`src/mtsb_pkg.sv`:
```
// package: register map and field layout of the motor telemetry status bank
// Function
// - peak current code in bits 10:0
// - current amps from code, 1023 offset, /512
// - reserved upper bits read zero
// - rotor angle plus advance in bits 15:8
// - supply code in bits 7:0, 30V/255
// - active rate command in bits 15:8
// - buffered rate command in bits 7:0
// - analog input code bits 9:0, rail/1024
// - all telemetry registers reset to zero
// - bypass bit selects serial written command
`default_nettype none
package mtsb_pkg;
    localparam int unsigned MTSB_ADDR_W = 8;
    localparam int unsigned MTSB_DATA_W = 16;
    localparam int unsigned MTSB_CUR_W = 11;
    localparam int unsigned MTSB_BYTE_W = 8;
    localparam int unsigned MTSB_ANA_W = 10;
    localparam int unsigned MTSB_SER_W = 9;
    localparam logic [MTSB_ADDR_W-1:0] MTSB_OFS_CURRENT = 8'h04;
    localparam logic [MTSB_ADDR_W-1:0] MTSB_OFS_ANGLE_SUPPLY = 8'h05;
    localparam logic [MTSB_ADDR_W-1:0] MTSB_OFS_RATE_CMD = 8'h06;
    localparam logic [MTSB_ADDR_W-1:0] MTSB_OFS_ANALOG = 8'h07;
    localparam logic [MTSB_DATA_W-1:0] MTSB_RESET_VALUE = 16'h0000;
    localparam logic [MTSB_DATA_W-1:0] MTSB_UNMAPPED_VALUE = 16'h0000;
    localparam int unsigned MTSB_HI_LSB = 8;
    localparam int unsigned MTSB_SER_DROP = MTSB_SER_W - MTSB_BYTE_W;
    localparam int unsigned MTSB_RD_LATENCY = 1;

    typedef struct packed {
        logic [MTSB_CUR_W-1:0] peak_current_code;
        logic [MTSB_BYTE_W-1:0] initial_rotor_angle;
        logic [MTSB_BYTE_W-1:0] supply_level_code;
        logic [MTSB_BYTE_W-1:0] active_rate_command;
        logic [MTSB_BYTE_W-1:0] buffered_rate_command;
        logic [MTSB_ANA_W-1:0] analog_rate_input_code;
    } mtsb_telemetry_t;

    typedef struct packed {
        logic [MTSB_BYTE_W-1:0] analog_rate_command;
        logic [MTSB_BYTE_W-1:0] pulse_width_rate_input;
        logic [MTSB_SER_W-1:0] serial_rate_command;
        logic rate_write_bypass;
        logic pulse_width_mode;
    } mtsb_rate_src_t;
endpackage : mtsb_pkg
`default_nettype wire

```
`src/mtsb_status_bank.sv`:
```
// module: read-only telemetry register group behind the serial register port
`default_nettype none
module mtsb_status_bank
    import mtsb_pkg::*;
#(
    parameter int unsigned CUR_W = MTSB_CUR_W,
    parameter int unsigned ANA_W = MTSB_ANA_W
) (
    input wire logic clk_sys_i,
    input wire logic reset_i,
    input wire logic [MTSB_CUR_W-1:0] peak_current_code_i,
    input wire logic [MTSB_BYTE_W-1:0] rotor_angle_raw_i,
    input wire logic [MTSB_BYTE_W-1:0] detection_advance_i,
    input wire logic [MTSB_BYTE_W-1:0] supply_level_code_i,
    input wire mtsb_rate_src_t rate_src_i,
    input wire logic [MTSB_BYTE_W-1:0] buffered_rate_command_i,
    input wire logic [MTSB_ANA_W-1:0] analog_rate_input_code_i,
    input wire logic [MTSB_ADDR_W-1:0] reg_addr_i,
    input wire logic reg_rd_i,
    input wire logic reg_wr_i,
    input wire logic [MTSB_DATA_W-1:0] reg_wdata_i,
    output logic [MTSB_DATA_W-1:0] reg_rdata_o,
    output logic reg_rvalid_o,
    output logic reg_hit_o,
    output logic [MTSB_BYTE_W-1:0] active_rate_command_o
);

    // elaboration check: field widths are fixed by the layout
    if (CUR_W != MTSB_CUR_W || ANA_W != MTSB_ANA_W) begin : g_width_check
        $error("mtsb_status_bank: field widths are fixed by the register layout");
    end

    mtsb_telemetry_t tel;
    mtsb_telemetry_t next_tel;
    logic [MTSB_DATA_W-1:0] rdata;
    logic [MTSB_DATA_W-1:0] next_rdata;
    logic rvalid;
    logic next_rvalid;
    logic [MTSB_BYTE_W-1:0] src_cmd;

    function automatic logic addr_mapped(input logic [MTSB_ADDR_W-1:0] a);
        return (a == MTSB_OFS_CURRENT) || (a == MTSB_OFS_ANGLE_SUPPLY) ||
               (a == MTSB_OFS_RATE_CMD) || (a == MTSB_OFS_ANALOG);
    endfunction

    function automatic logic [MTSB_DATA_W-1:0] reg_view(
        input mtsb_telemetry_t t,
        input logic [MTSB_ADDR_W-1:0] a
    );
        logic [MTSB_DATA_W-1:0] v;
        v = MTSB_UNMAPPED_VALUE;
        unique case (a)
            MTSB_OFS_CURRENT: v = {{(MTSB_DATA_W-MTSB_CUR_W){1'b0}},
                                   t.peak_current_code};
            MTSB_OFS_ANGLE_SUPPLY: v = {t.initial_rotor_angle,
                                        t.supply_level_code};
            MTSB_OFS_RATE_CMD: v = {t.active_rate_command,
                                    t.buffered_rate_command};
            MTSB_OFS_ANALOG: v = {{(MTSB_DATA_W-MTSB_ANA_W){1'b0}},
                                  t.analog_rate_input_code};
            default: v = MTSB_UNMAPPED_VALUE;
        endcase
        return v;
    endfunction

    // command source: serial when bypass set, else pwm or analog
    always_comb begin
        if (rate_src_i.rate_write_bypass) begin
            src_cmd = rate_src_i.serial_rate_command[MTSB_SER_W-1:MTSB_SER_DROP];
        end else if (rate_src_i.pulse_width_mode) begin
            src_cmd = rate_src_i.pulse_width_rate_input;
        end else begin
            src_cmd = rate_src_i.analog_rate_command;
        end
    end

    // capture telemetry; host writes never reach it
    always_comb begin
        next_tel.peak_current_code = peak_current_code_i;
        next_tel.initial_rotor_angle = MTSB_BYTE_W'(rotor_angle_raw_i
                                                    + detection_advance_i);
        next_tel.supply_level_code = supply_level_code_i;
        next_tel.active_rate_command = src_cmd;
        next_tel.buffered_rate_command = buffered_rate_command_i;
        next_tel.analog_rate_input_code = analog_rate_input_code_i;
    end

    // read port: one cycle latency, writes dropped
    always_comb begin
        next_rvalid = reg_rd_i && !reg_wr_i;
        next_rdata = rdata;
        if (reg_rd_i && !reg_wr_i) begin
            next_rdata = reg_view(tel, reg_addr_i);
        end
    end

    always_ff @(posedge clk_sys_i or posedge reset_i) begin
        if (reset_i) begin
            tel <= '0;
            rdata <= MTSB_RESET_VALUE;
            rvalid <= 1'b0;
        end else begin
            tel <= next_tel;
            rdata <= next_rdata;
            rvalid <= next_rvalid;
        end
    end

    assign reg_rdata_o = rdata;
    assign reg_rvalid_o = rvalid;
    assign reg_hit_o = addr_mapped(reg_addr_i) && (reg_rd_i || reg_wr_i);
    assign active_rate_command_o = tel.active_rate_command;
endmodule : mtsb_status_bank
`default_nettype wire

```
`config.mk`:
```
export PLATFORM = sky130hd
export DESIGN_NAME = mtsb_status_bank
export DESIGN_NICKNAME = d
export VERILOG_FILES = /design/src/mtsb_pkg.sv /design/src/mtsb_status_bank.sv
export SDC_FILE = /design/constraint.sdc
export NUM_CORES = 1
export LEC_CHECK = 0
export CAP_MARGIN = 40
export CORE_MARGIN = 4
export CORE_UTILIZATION = 62
export CTS_CLUSTER_DIAMETER = 50
export DETAILED_ROUTE_END_ITERATION = 7
export DONT_BUFFER_PORTS = 1
export PLACE_DENSITY = 0.83
export SYNTH_ARGS = -nofsm -noshare
export SYNTH_HDL_FRONTEND = slang
export SYNTH_SLANG_ARGS = --single-unit
```
`constraint.sdc`:
```
create_clock -name clk_sys_i -period 2.4 [get_ports clk_sys_i]
set_input_delay 0.36 -clock clk_sys_i [delete_from_list [all_inputs] [get_ports clk_sys_i]]
set_output_delay 0.36 -clock clk_sys_i [all_outputs]
set_load 0.1 [all_outputs]
```
* Word level (Yosys, flattened, before mapping)
Index checks and enable logic that the tools add are counted.
** Cells by class
- Bitwise gates (word level) :: 0
- Multiply operators :: 0
- Multiplexer cells :: 3
- Divide/modulo/power cells :: 0
- Order comparisons :: 0
- Eq/ne operators :: 4
- Reduce and logical (&&, ||, !) cells :: 7
- Shifts and indexed selects :: 0
- $add $sub $neg :: 1
** Operators with widths (count)
- $pmux W16 S4 :: 1
- $eq A8 B3 Y1 const B :: 4
- $mux W8 :: 2
- $add A8 B8 Y8 :: 1
- $logic_or A1 B1 Y1 :: 4
- $logic_and A1 B1 Y1 :: 2
- $logic_not A1 Y1 :: 1
** Storage, ports and cells
- Bits in registers :: 70
- Bits in latches :: 0
- Memories :: 0
- Output and inout port bits :: 26
- Memory bits (writable) :: 0
- ROM bits :: 0

* Logic depth before layout (Yosys ltp)
Gate-level depths: netlist of the first run.
- Word-level depth :: 5
- Mapped depth :: 7
- Gate-level depth less buffers :: 7

* Worst setup path before layout of the first run
No wires, ideal clock.
- Kind :: input port to output port
- From :: in reg_addr_i[5]
- To :: out reg_hit_o
- Stages on the path :: 3
- Arrival :: 2089 ps
- Setup slack :: -49 ps
- Required time :: 2040 ps
- Cells stage by stage :: nor4_2 > nand3b_2 > nor2_1
** Between the ends
- Cells in the longest elaborated chain, start to end :: 5
- Elaborated cells between the ends (all ways) :: 8
- Those cells by class :: eq/ne: 4; reduce/logical: 4
** RTL lines
- start, declared :: RTL line mtsb_status_bank.sv:18 : input wire logic [MTSB_ADDR_W-1:0] reg_addr_i,
- $eq A8 B3 Y1 :: RTL line mtsb_status_bank.sv:42 : return (a == MTSB_OFS_CURRENT) || (a == MTSB_OFS_ANGLE_SUPPLY) ||
- $logic_or A1 B1 Y1 (2 in a row) :: RTL line mtsb_status_bank.sv:42
- $logic_or A1 B1 Y1 (*) :: RTL line mtsb_status_bank.sv:43 : (a == MTSB_OFS_RATE_CMD) || (a == MTSB_OFS_ANALOG);
- $logic_and A1 B1 Y1 (*) :: RTL line mtsb_status_bank.sv:111 : assign reg_hit_o = addr_mapped(reg_addr_i) && (reg_rd_i || reg_wr_i);
- end, declared :: RTL line mtsb_status_bank.sv:24 : output logic reg_hit_o,
Mark *: on every way between the ends. The rest lies on a longest branch, timed or not.

* Worst setup path in the final report of the first run
Same ends and word-level chain as after synthesis.

==> results of run 1 <==
worst max-delay path by stage:
stage          slack (ns)  cells after the start                        to                 start
6_report             0.74                      4                 reg_hit_o         reg_addr_i[5]
5_1_grt              0.66                      4                 reg_hit_o         reg_addr_i[5]
4_1_cts              0.73                      4                 reg_hit_o         reg_addr_i[5]
3_5_place_dp         0.63                      7                   tel[40]  rotor_angle_raw_i[0]
3_3_place_gp         0.66                      7                   tel[40]  rotor_angle_raw_i[0]
2_1_floorplan        0.27                      1  active_rate_command_o[0]               reset_i
routing by layer:
metal / global-route usage, % / wire length, um / vias up
li1: - / - / 742
met1: 24.6 / 2180 / 840
met2: 37.7 / 3190 / 71
met3: 5.54 / 392 / 10
met4: 7.57 / 80 / 0
met5: 0 / 0 / -
cell usage after synthesis:
library cell,number
o21ai_0,12
mux4_1,3
dfrtp_1,70
o21a_1,1
nor2b_4,1
xor2_1,2
a21oi_1,4
and2b_1,1
buf_6,1
mux2i_1,9
o31a_1,1
o31ai_1,6
nand3_1,1
a211oi_1,1
inv_1,7
mux4_2,7
nor2b_1,1
nand2_1,14
nor2_1,4
or4_1,1
fa_1,1
ha_1,7
nor3_1,1
buf_2,2
clkbuf_1,3
nor4_2,1
xnor2_1,3
a21o_1,1
buf_4,9
nand2b_1,2
o211ai_1,2
a22oi_1,5
a22o_1,11
nand3b_2,1
layout make-up:
cell class                      count  share of cell area [%]
Clock buffer                       10                    4.13
Inverter                            7                   0.789
Multi-Input combinational cell    104                    28.1
Timing Repair Buffer               26                    9.92
Tap cell                           52                    1.95
Clock inverter                      6                    2.55
Sequential cell                    70                    52.6
flip-flops by register name, indices dropped and copies added (netlist names):
name	cells
tel	45
reg_rvalid_o	1
reg_rdata_o	16
active_rate_command_o	8
stage by stage:
stage	instance area (sq um)	utilization [%]	worst slack [ns]	hold slack [ns]	instances
global route	3330	76.0	0.662	0.0292	275
global placement	2930	66.9	0.661	0.337	252
finish	3330	76.0	0.742	0.0590	275
floorplan	2810	-	0.272	0.391	196
detailed placement	3070	70.0	0.627	0.346	257
CTS	3300	75.3	0.731	0.0449	274
power groups by stage:
stage | Sequential, mW | Clock, mW | Combinational (mW)
floorplan | 1.31 | 0 | 0.263
global placement | 1.31 | 0 | 0.285
detailed placement | 1.31 | 0 | 0.304
CTS | 1.29 | 1.03 | 0.307
global route | 1.29 | 1.09 | 0.328
finish | 1.29 | 1.01 | 0.307
cell families (layout without fill, tap and decap cells):
group / count (synthesis) / in the layout / synth area share, %
DFF: 70 / 70 / 62.3
AOI/OAI and AO/OA: 44 / 44 / 10.9
and+or+nand+nor: 28 / 28 / 5.30
buffers and inverters: 22 / 49 / 4.50
muxes: 19 / 19 / 11.6
adders and majority gates: 8 / 8 / 3.83
xor gates and xnor gates: 5 / 5 / 1.56
worst max-delay path: stages:
cell      delay [ns]
nor4_2          0.28
nand3b_2        0.21
nor2_2          0.16
buf_4           0.29
==> summary.txt, run 1 <==
F_max -> 603 MHz
Die H -> 75.3 um
Grt ovf -> 0
Clock Skew -> 0.00687 ns
FF-to-FF setup slack -> 1.11 ns
Starting Density -> 64.1%
Final Setup Violations -> 0
Cell internal pwr -> 1.97 mW
Sink Count -> 70
IO buf count -> 0
Die W -> 75.3 um
Minimum clock period -> 1.66 ns
Global-route wire length before repair -> 8560 um
PwrDens -> 783 nW/um^2
Reg2reg start -> reg_rdata_o[11]
Yosys Warn Count -> 0
Top cells by area, synth -> dfrtp_1, mux4_2, a22o_1
Slew Limit Fails -> 0
Row count -> 24
Detail Route Antenna Nets -> 0
Max Cap Violations -> 0
Vias per Instance -> 6.05
Commonest non-fill, non-tap cells in the layout -> dfrtp_1, buf_4, nand2_1
Initial antenna violation count -> 0
Register area -> 1750 sq um
Clock power frac -> 38.9%
CTS tree -> built
Final wirelength -> 5840 um
Worst Tran Pin Value -> 0.915 ns
Clock root buffer -> clkbuf_8
Area grow syn2layout -> 18.5%
Unrepaired setup endpoints after global routing -> false
Worst-path fanout max -> 7
Syn_area_per_cell -> 14.3 sq um
Fill cells -> 273
Area of the multi-input gates -> 935 sq um
Layout cell share with drive strength beyond 1 -> 23.8%
I/O Pins -> 134
Final hold violation count -> 0
Worst hold start -> buffered_rate_command_i[6]
Fin nets -> 334
Worst hold path depth -> 0
Power Total -> 2.61 mW
R2R depth -> 2
Min-Delay Endpoint -> tel[16]
Hpwl dp -> 4410 um
Flops & latches, synth -> 70
Clock tree buffer depth -> 2
Htree depth -> 3
Status -> completed
Most common cell after layout, fill and taps aside -> dfrtp_1
Routability congestion estimate -> 0.771
Pleak -> 1.53 nW
Logic pwr share -> 11.8%
Net Sw Power -> 642 uW
Diode count -> 0
Core area -> 4380 sq um
Slew headroom -> 39.0%
Synthesized instance count -> 196
Sw Share -> 24.6%
Pin count of the biggest net entering global routing -> 71
Maximum VDD drop -> 507 uV
Die footprint -> 5670 sq um
CP Data Arrival Time -> 1.30 ns
Cts bufs inserted -> 9
Startpoint types -> input port
Wirelength per Cell -> 21.3 um
Worst setup EP type -> output pin
Reg2reg end -> reg_rdata_o[11]
Sequential share of power -> 49.3%
Cell variety after synth -> 34
Syn Std Cell Area -> 2810 sq um
Post-synthesis net count -> 312
Clock latency on the worst-skew pair -> 0.32 ns
Dominant cell type by area after synthesis -> dfrtp_1
Vias -> 1663
Remaining DRCs -> 0
WS Path Type -> input port to output pin
CTS hold repair buffers -> 1
Post-CTS Resized -> 0
Fin Setup TNS -> 0 ns
Post-CTS Setup Inserts -> 0
Worst Hold Class -> input port to flip-flop
Gr usage total -> 21.1%
Vias in the first global route -> 1750
Period utilisation layout -> 69.1%
Sequential share of the synthesized area -> 62.3%
TritonRoute pass-1 iters -> 4
Clock transition at path regs -> 0.07 ns
Initial DRC Count -> 104
Req. time, crit path -> 2.04 ns
Share of Yosys cell area claimed by the top area cell type -> 62.3%
No activity file was read; power rests on OpenSTA's default activity.
==> run 2: changes to the inputs <==
==> constraint.sdc (replaced) <==
create_clock -name clk_sys_i -period 1.75 [get_ports clk_sys_i]
set_input_delay 0.2625 -clock clk_sys_i [delete_from_list [all_inputs] [get_ports clk_sys_i]]
set_output_delay 0.2625 -clock clk_sys_i [all_outputs]
set_load 0.1 [all_outputs]
==> run 2 against run 1 <==
Power is 42% higher. Clock skew is 0.0029 ns lower. Final area up 9.7%. Clock-buffer cell count is the same. Critical endpoint unchanged. Largest power group unchanged. First-iteration DRC count grew 12%. Highest routed layer unchanged. Global-route usage rose by 4.2 points. Combinational power up 67%.
==> summary.txt, run 2 (same netlist as run 1, synthesis figures left out) <==
Status -> completed
Critical path buffers and inverters -> 1 (unchanged)
Initial antenna violation count -> 0 (unchanged)
Gr usage total -> 25.3% (+4.2 points)
Placed insts -> 264 (+2.7%)
Hpwl dp -> 4470 um (+1.2%)
Detail Route Antenna Nets -> 0 (unchanged)
Layout cell share with drive strength beyond 1 -> 22.2% (-1.6 points)
Diode count -> 0 (unchanged)
Final WS setup -> 0.244 ns (-0.498 ns)
Worst setup EP type -> output pin
Row count -> 24 (unchanged)
Minimum clock period -> 1.51 ns
Vias per Instance -> 5.91 (-2.3%)
Slowest stage delay, CP -> 0.34 ns (+0.05 ns)
FF-to-FF setup slack -> 0.53 ns (-0.58 ns)
Die footprint -> 5670 sq um (unchanged)
Pin count of the biggest net entering global routing -> 27 (-62%)
Clock power frac -> 38.7% (-0.2 points)
Die H -> 75.3 um (unchanged)
Final core occ -> 83.4% (+7.4 points)
Clock transition at path regs -> 0.07 ns (about the same)
Vias -> 1878 (+13%)
Logic pwr share -> 13.9% (+2.1 points)
Crit-path cells -> nor4_2, nand3b_2, nor2_2, buf_12
Worst Hold Class -> input port to flip-flop
Remaining DRCs -> 0 (unchanged)
Clock root buffer -> clkbuf_8
Largest Register -> tel
Starting Density -> 64.1% (unchanged)
WS Path Type -> input port to output pin
Post-CTS Setup Inserts -> 0 (unchanged)
Clock tree buffer depth -> 2 (unchanged)
Unrepaired setup endpoints after global routing -> false
IO buf count -> 0 (unchanged)
Initial DRC Count -> 116 (+12%)
Post-CTS Resized -> 0 (unchanged)
Routability congestion estimate -> 0.796 (+3.2%)
Sequential share of power -> 47.5% (-1.8 points)
Final Setup Violations -> 0 (unchanged)
Worst-path fanout max -> 7 (unchanged)
Cell internal pwr -> 2.76 mW (+40%)
CTS tree -> built
Final hold violation count -> 0 (unchanged)
Sink Count -> 70 (unchanged)
Cts bufs inserted -> 9 (unchanged)
CP top delay family -> simple AND/OR/NAND/NOR gates
Slew Limit Fails -> 0 (unchanged)
Final wirelength -> 6830 um (+17%)
F_max -> 664 MHz
Final Non-Filler Cells -> 318 (+16%)
Register area -> 1750 sq um (unchanged)
Max FFs per register -> 45 (unchanged)
Clock Skew -> 0.00392 ns (-0.00295 ns)
Die W -> 75.3 um (unchanged)
I/O Pins -> 134 (unchanged)
Area of the multi-input gates -> 935 sq um (unchanged)
Setup WS pre-CTS -> 0.0634 ns (-0.564 ns)
Period utilisation layout -> 86.0%
Worst Tran Pin Value -> 0.525 ns (-0.390 ns)
Global-route wire length before repair -> 9830 um (+15%)
Wirelength per Cell -> 21.5 um (+1.1%)
Req. time, crit path -> 1.49 ns (-0.55 ns)
Net Sw Power -> 940 uW (+46%)
Maximum VDD drop -> 798 uV (+57%)
Max stage delay cell, worst path -> nor4_2
Slew headroom -> 64.9% (+26 points)
Area grow syn2layout -> 30.1%
Core area -> 4380 sq um (unchanged)
Htree depth -> 3 (unchanged)
Vias in the first global route -> 2016 (+15%)
Sw Share -> 25.4% (+0.84 points)
CTS hold repair buffers -> 38 (+37)
Grt ovf -> 0 (unchanged)
CP Data Arrival Time -> 1.24 ns (-0.06 ns)
Most common cell after layout, fill and taps aside -> dfrtp_1
TritonRoute pass-1 iters -> 5 (+1)
Clock latency on the worst-skew pair -> 0.34 ns (+0.02 ns)
Commonest non-fill, non-tap cells in the layout -> dfrtp_1, dlygate4sd3_1, buf_4
Fill cells -> 223 (-18%)
Startpoint types -> input port
Pleak -> 1.69 nW (+10%)
PwrDens -> 1010 nW/um^2 (+29%)
Max Cap Violations -> 0 (unchanged)
Fin nets -> 377 (+13%)
==> run 2: worst paths after layout <==
kind | end | startpoint | cells past startpoint
setup / recovery | reg_hit_o | reg_addr_i[5] | 4
hold / removal | active_rate_command_o[3] | rate_src_i[1] | 1
setup reg to reg | reg_rdata_o[9] | active_rate_command_o[1] | 2
hold reg to reg | reg_rdata_o[12] | reg_rdata_o[12] | 2
max in group asynchronous | tel[6] | reset_i | 3
min in group asynchronous | tel[5] | reset_i | 2
==> run 2: power by group through the flow <==
stage / Sequential, mW / Combinational (mW) / Clock (mW)
final: 1.75 / 0.512 / 1.43
after detailed placement: 1.78 / 0.436 / 0
after global routing: 1.76 / 0.546 / 1.52
after CTS: 1.75 / 0.510 / 1.44
after floorplan: 1.79 / 0.361 / 0
after global placement: 1.77 / 0.421 / 0
==> run 2: layout make-up <==
type,count,share of cell area (%)
Clock buffer,10,3.77
Multi-Input combinational cell,104,25.6
Timing Repair Buffer,69,17.8
Clock inverter,6,2.33
Sequential cell,70,47.9
Inverter,7,0.822
Tap cell,52,1.78
==> run 2: per-stage QoR <==
stage | cell area, sq um | total power [mW] | hold slack [ns] | setup TNS (ns)
3_5_place_dp | 3050 | 2.22 | 0.194 | 0
3_3_place_gp | 3050 | 2.20 | 0.180 | 0
5_1_grt | 3650 | 3.83 | 0.0163 | 0
2_1_floorplan | 2820 | 2.15 | 0.294 | -0.0499
6_report | 3650 | 3.70 | 0.0208 | 0
4_1_cts | 3650 | 3.70 | 0.0169 | 0
==> run 2: metal layers <==
metal | global-route usage (%) | wire length [um] | vias to the layer above
met4 | 16.1 | 270 | 0
met3 | 7.92 | 508 | 21
met1 | 25.8 | 2360 | 929
li1 | - | - | 833
met2 | 44.6 | 3690 | 95
met5 | 0 | 0 | -
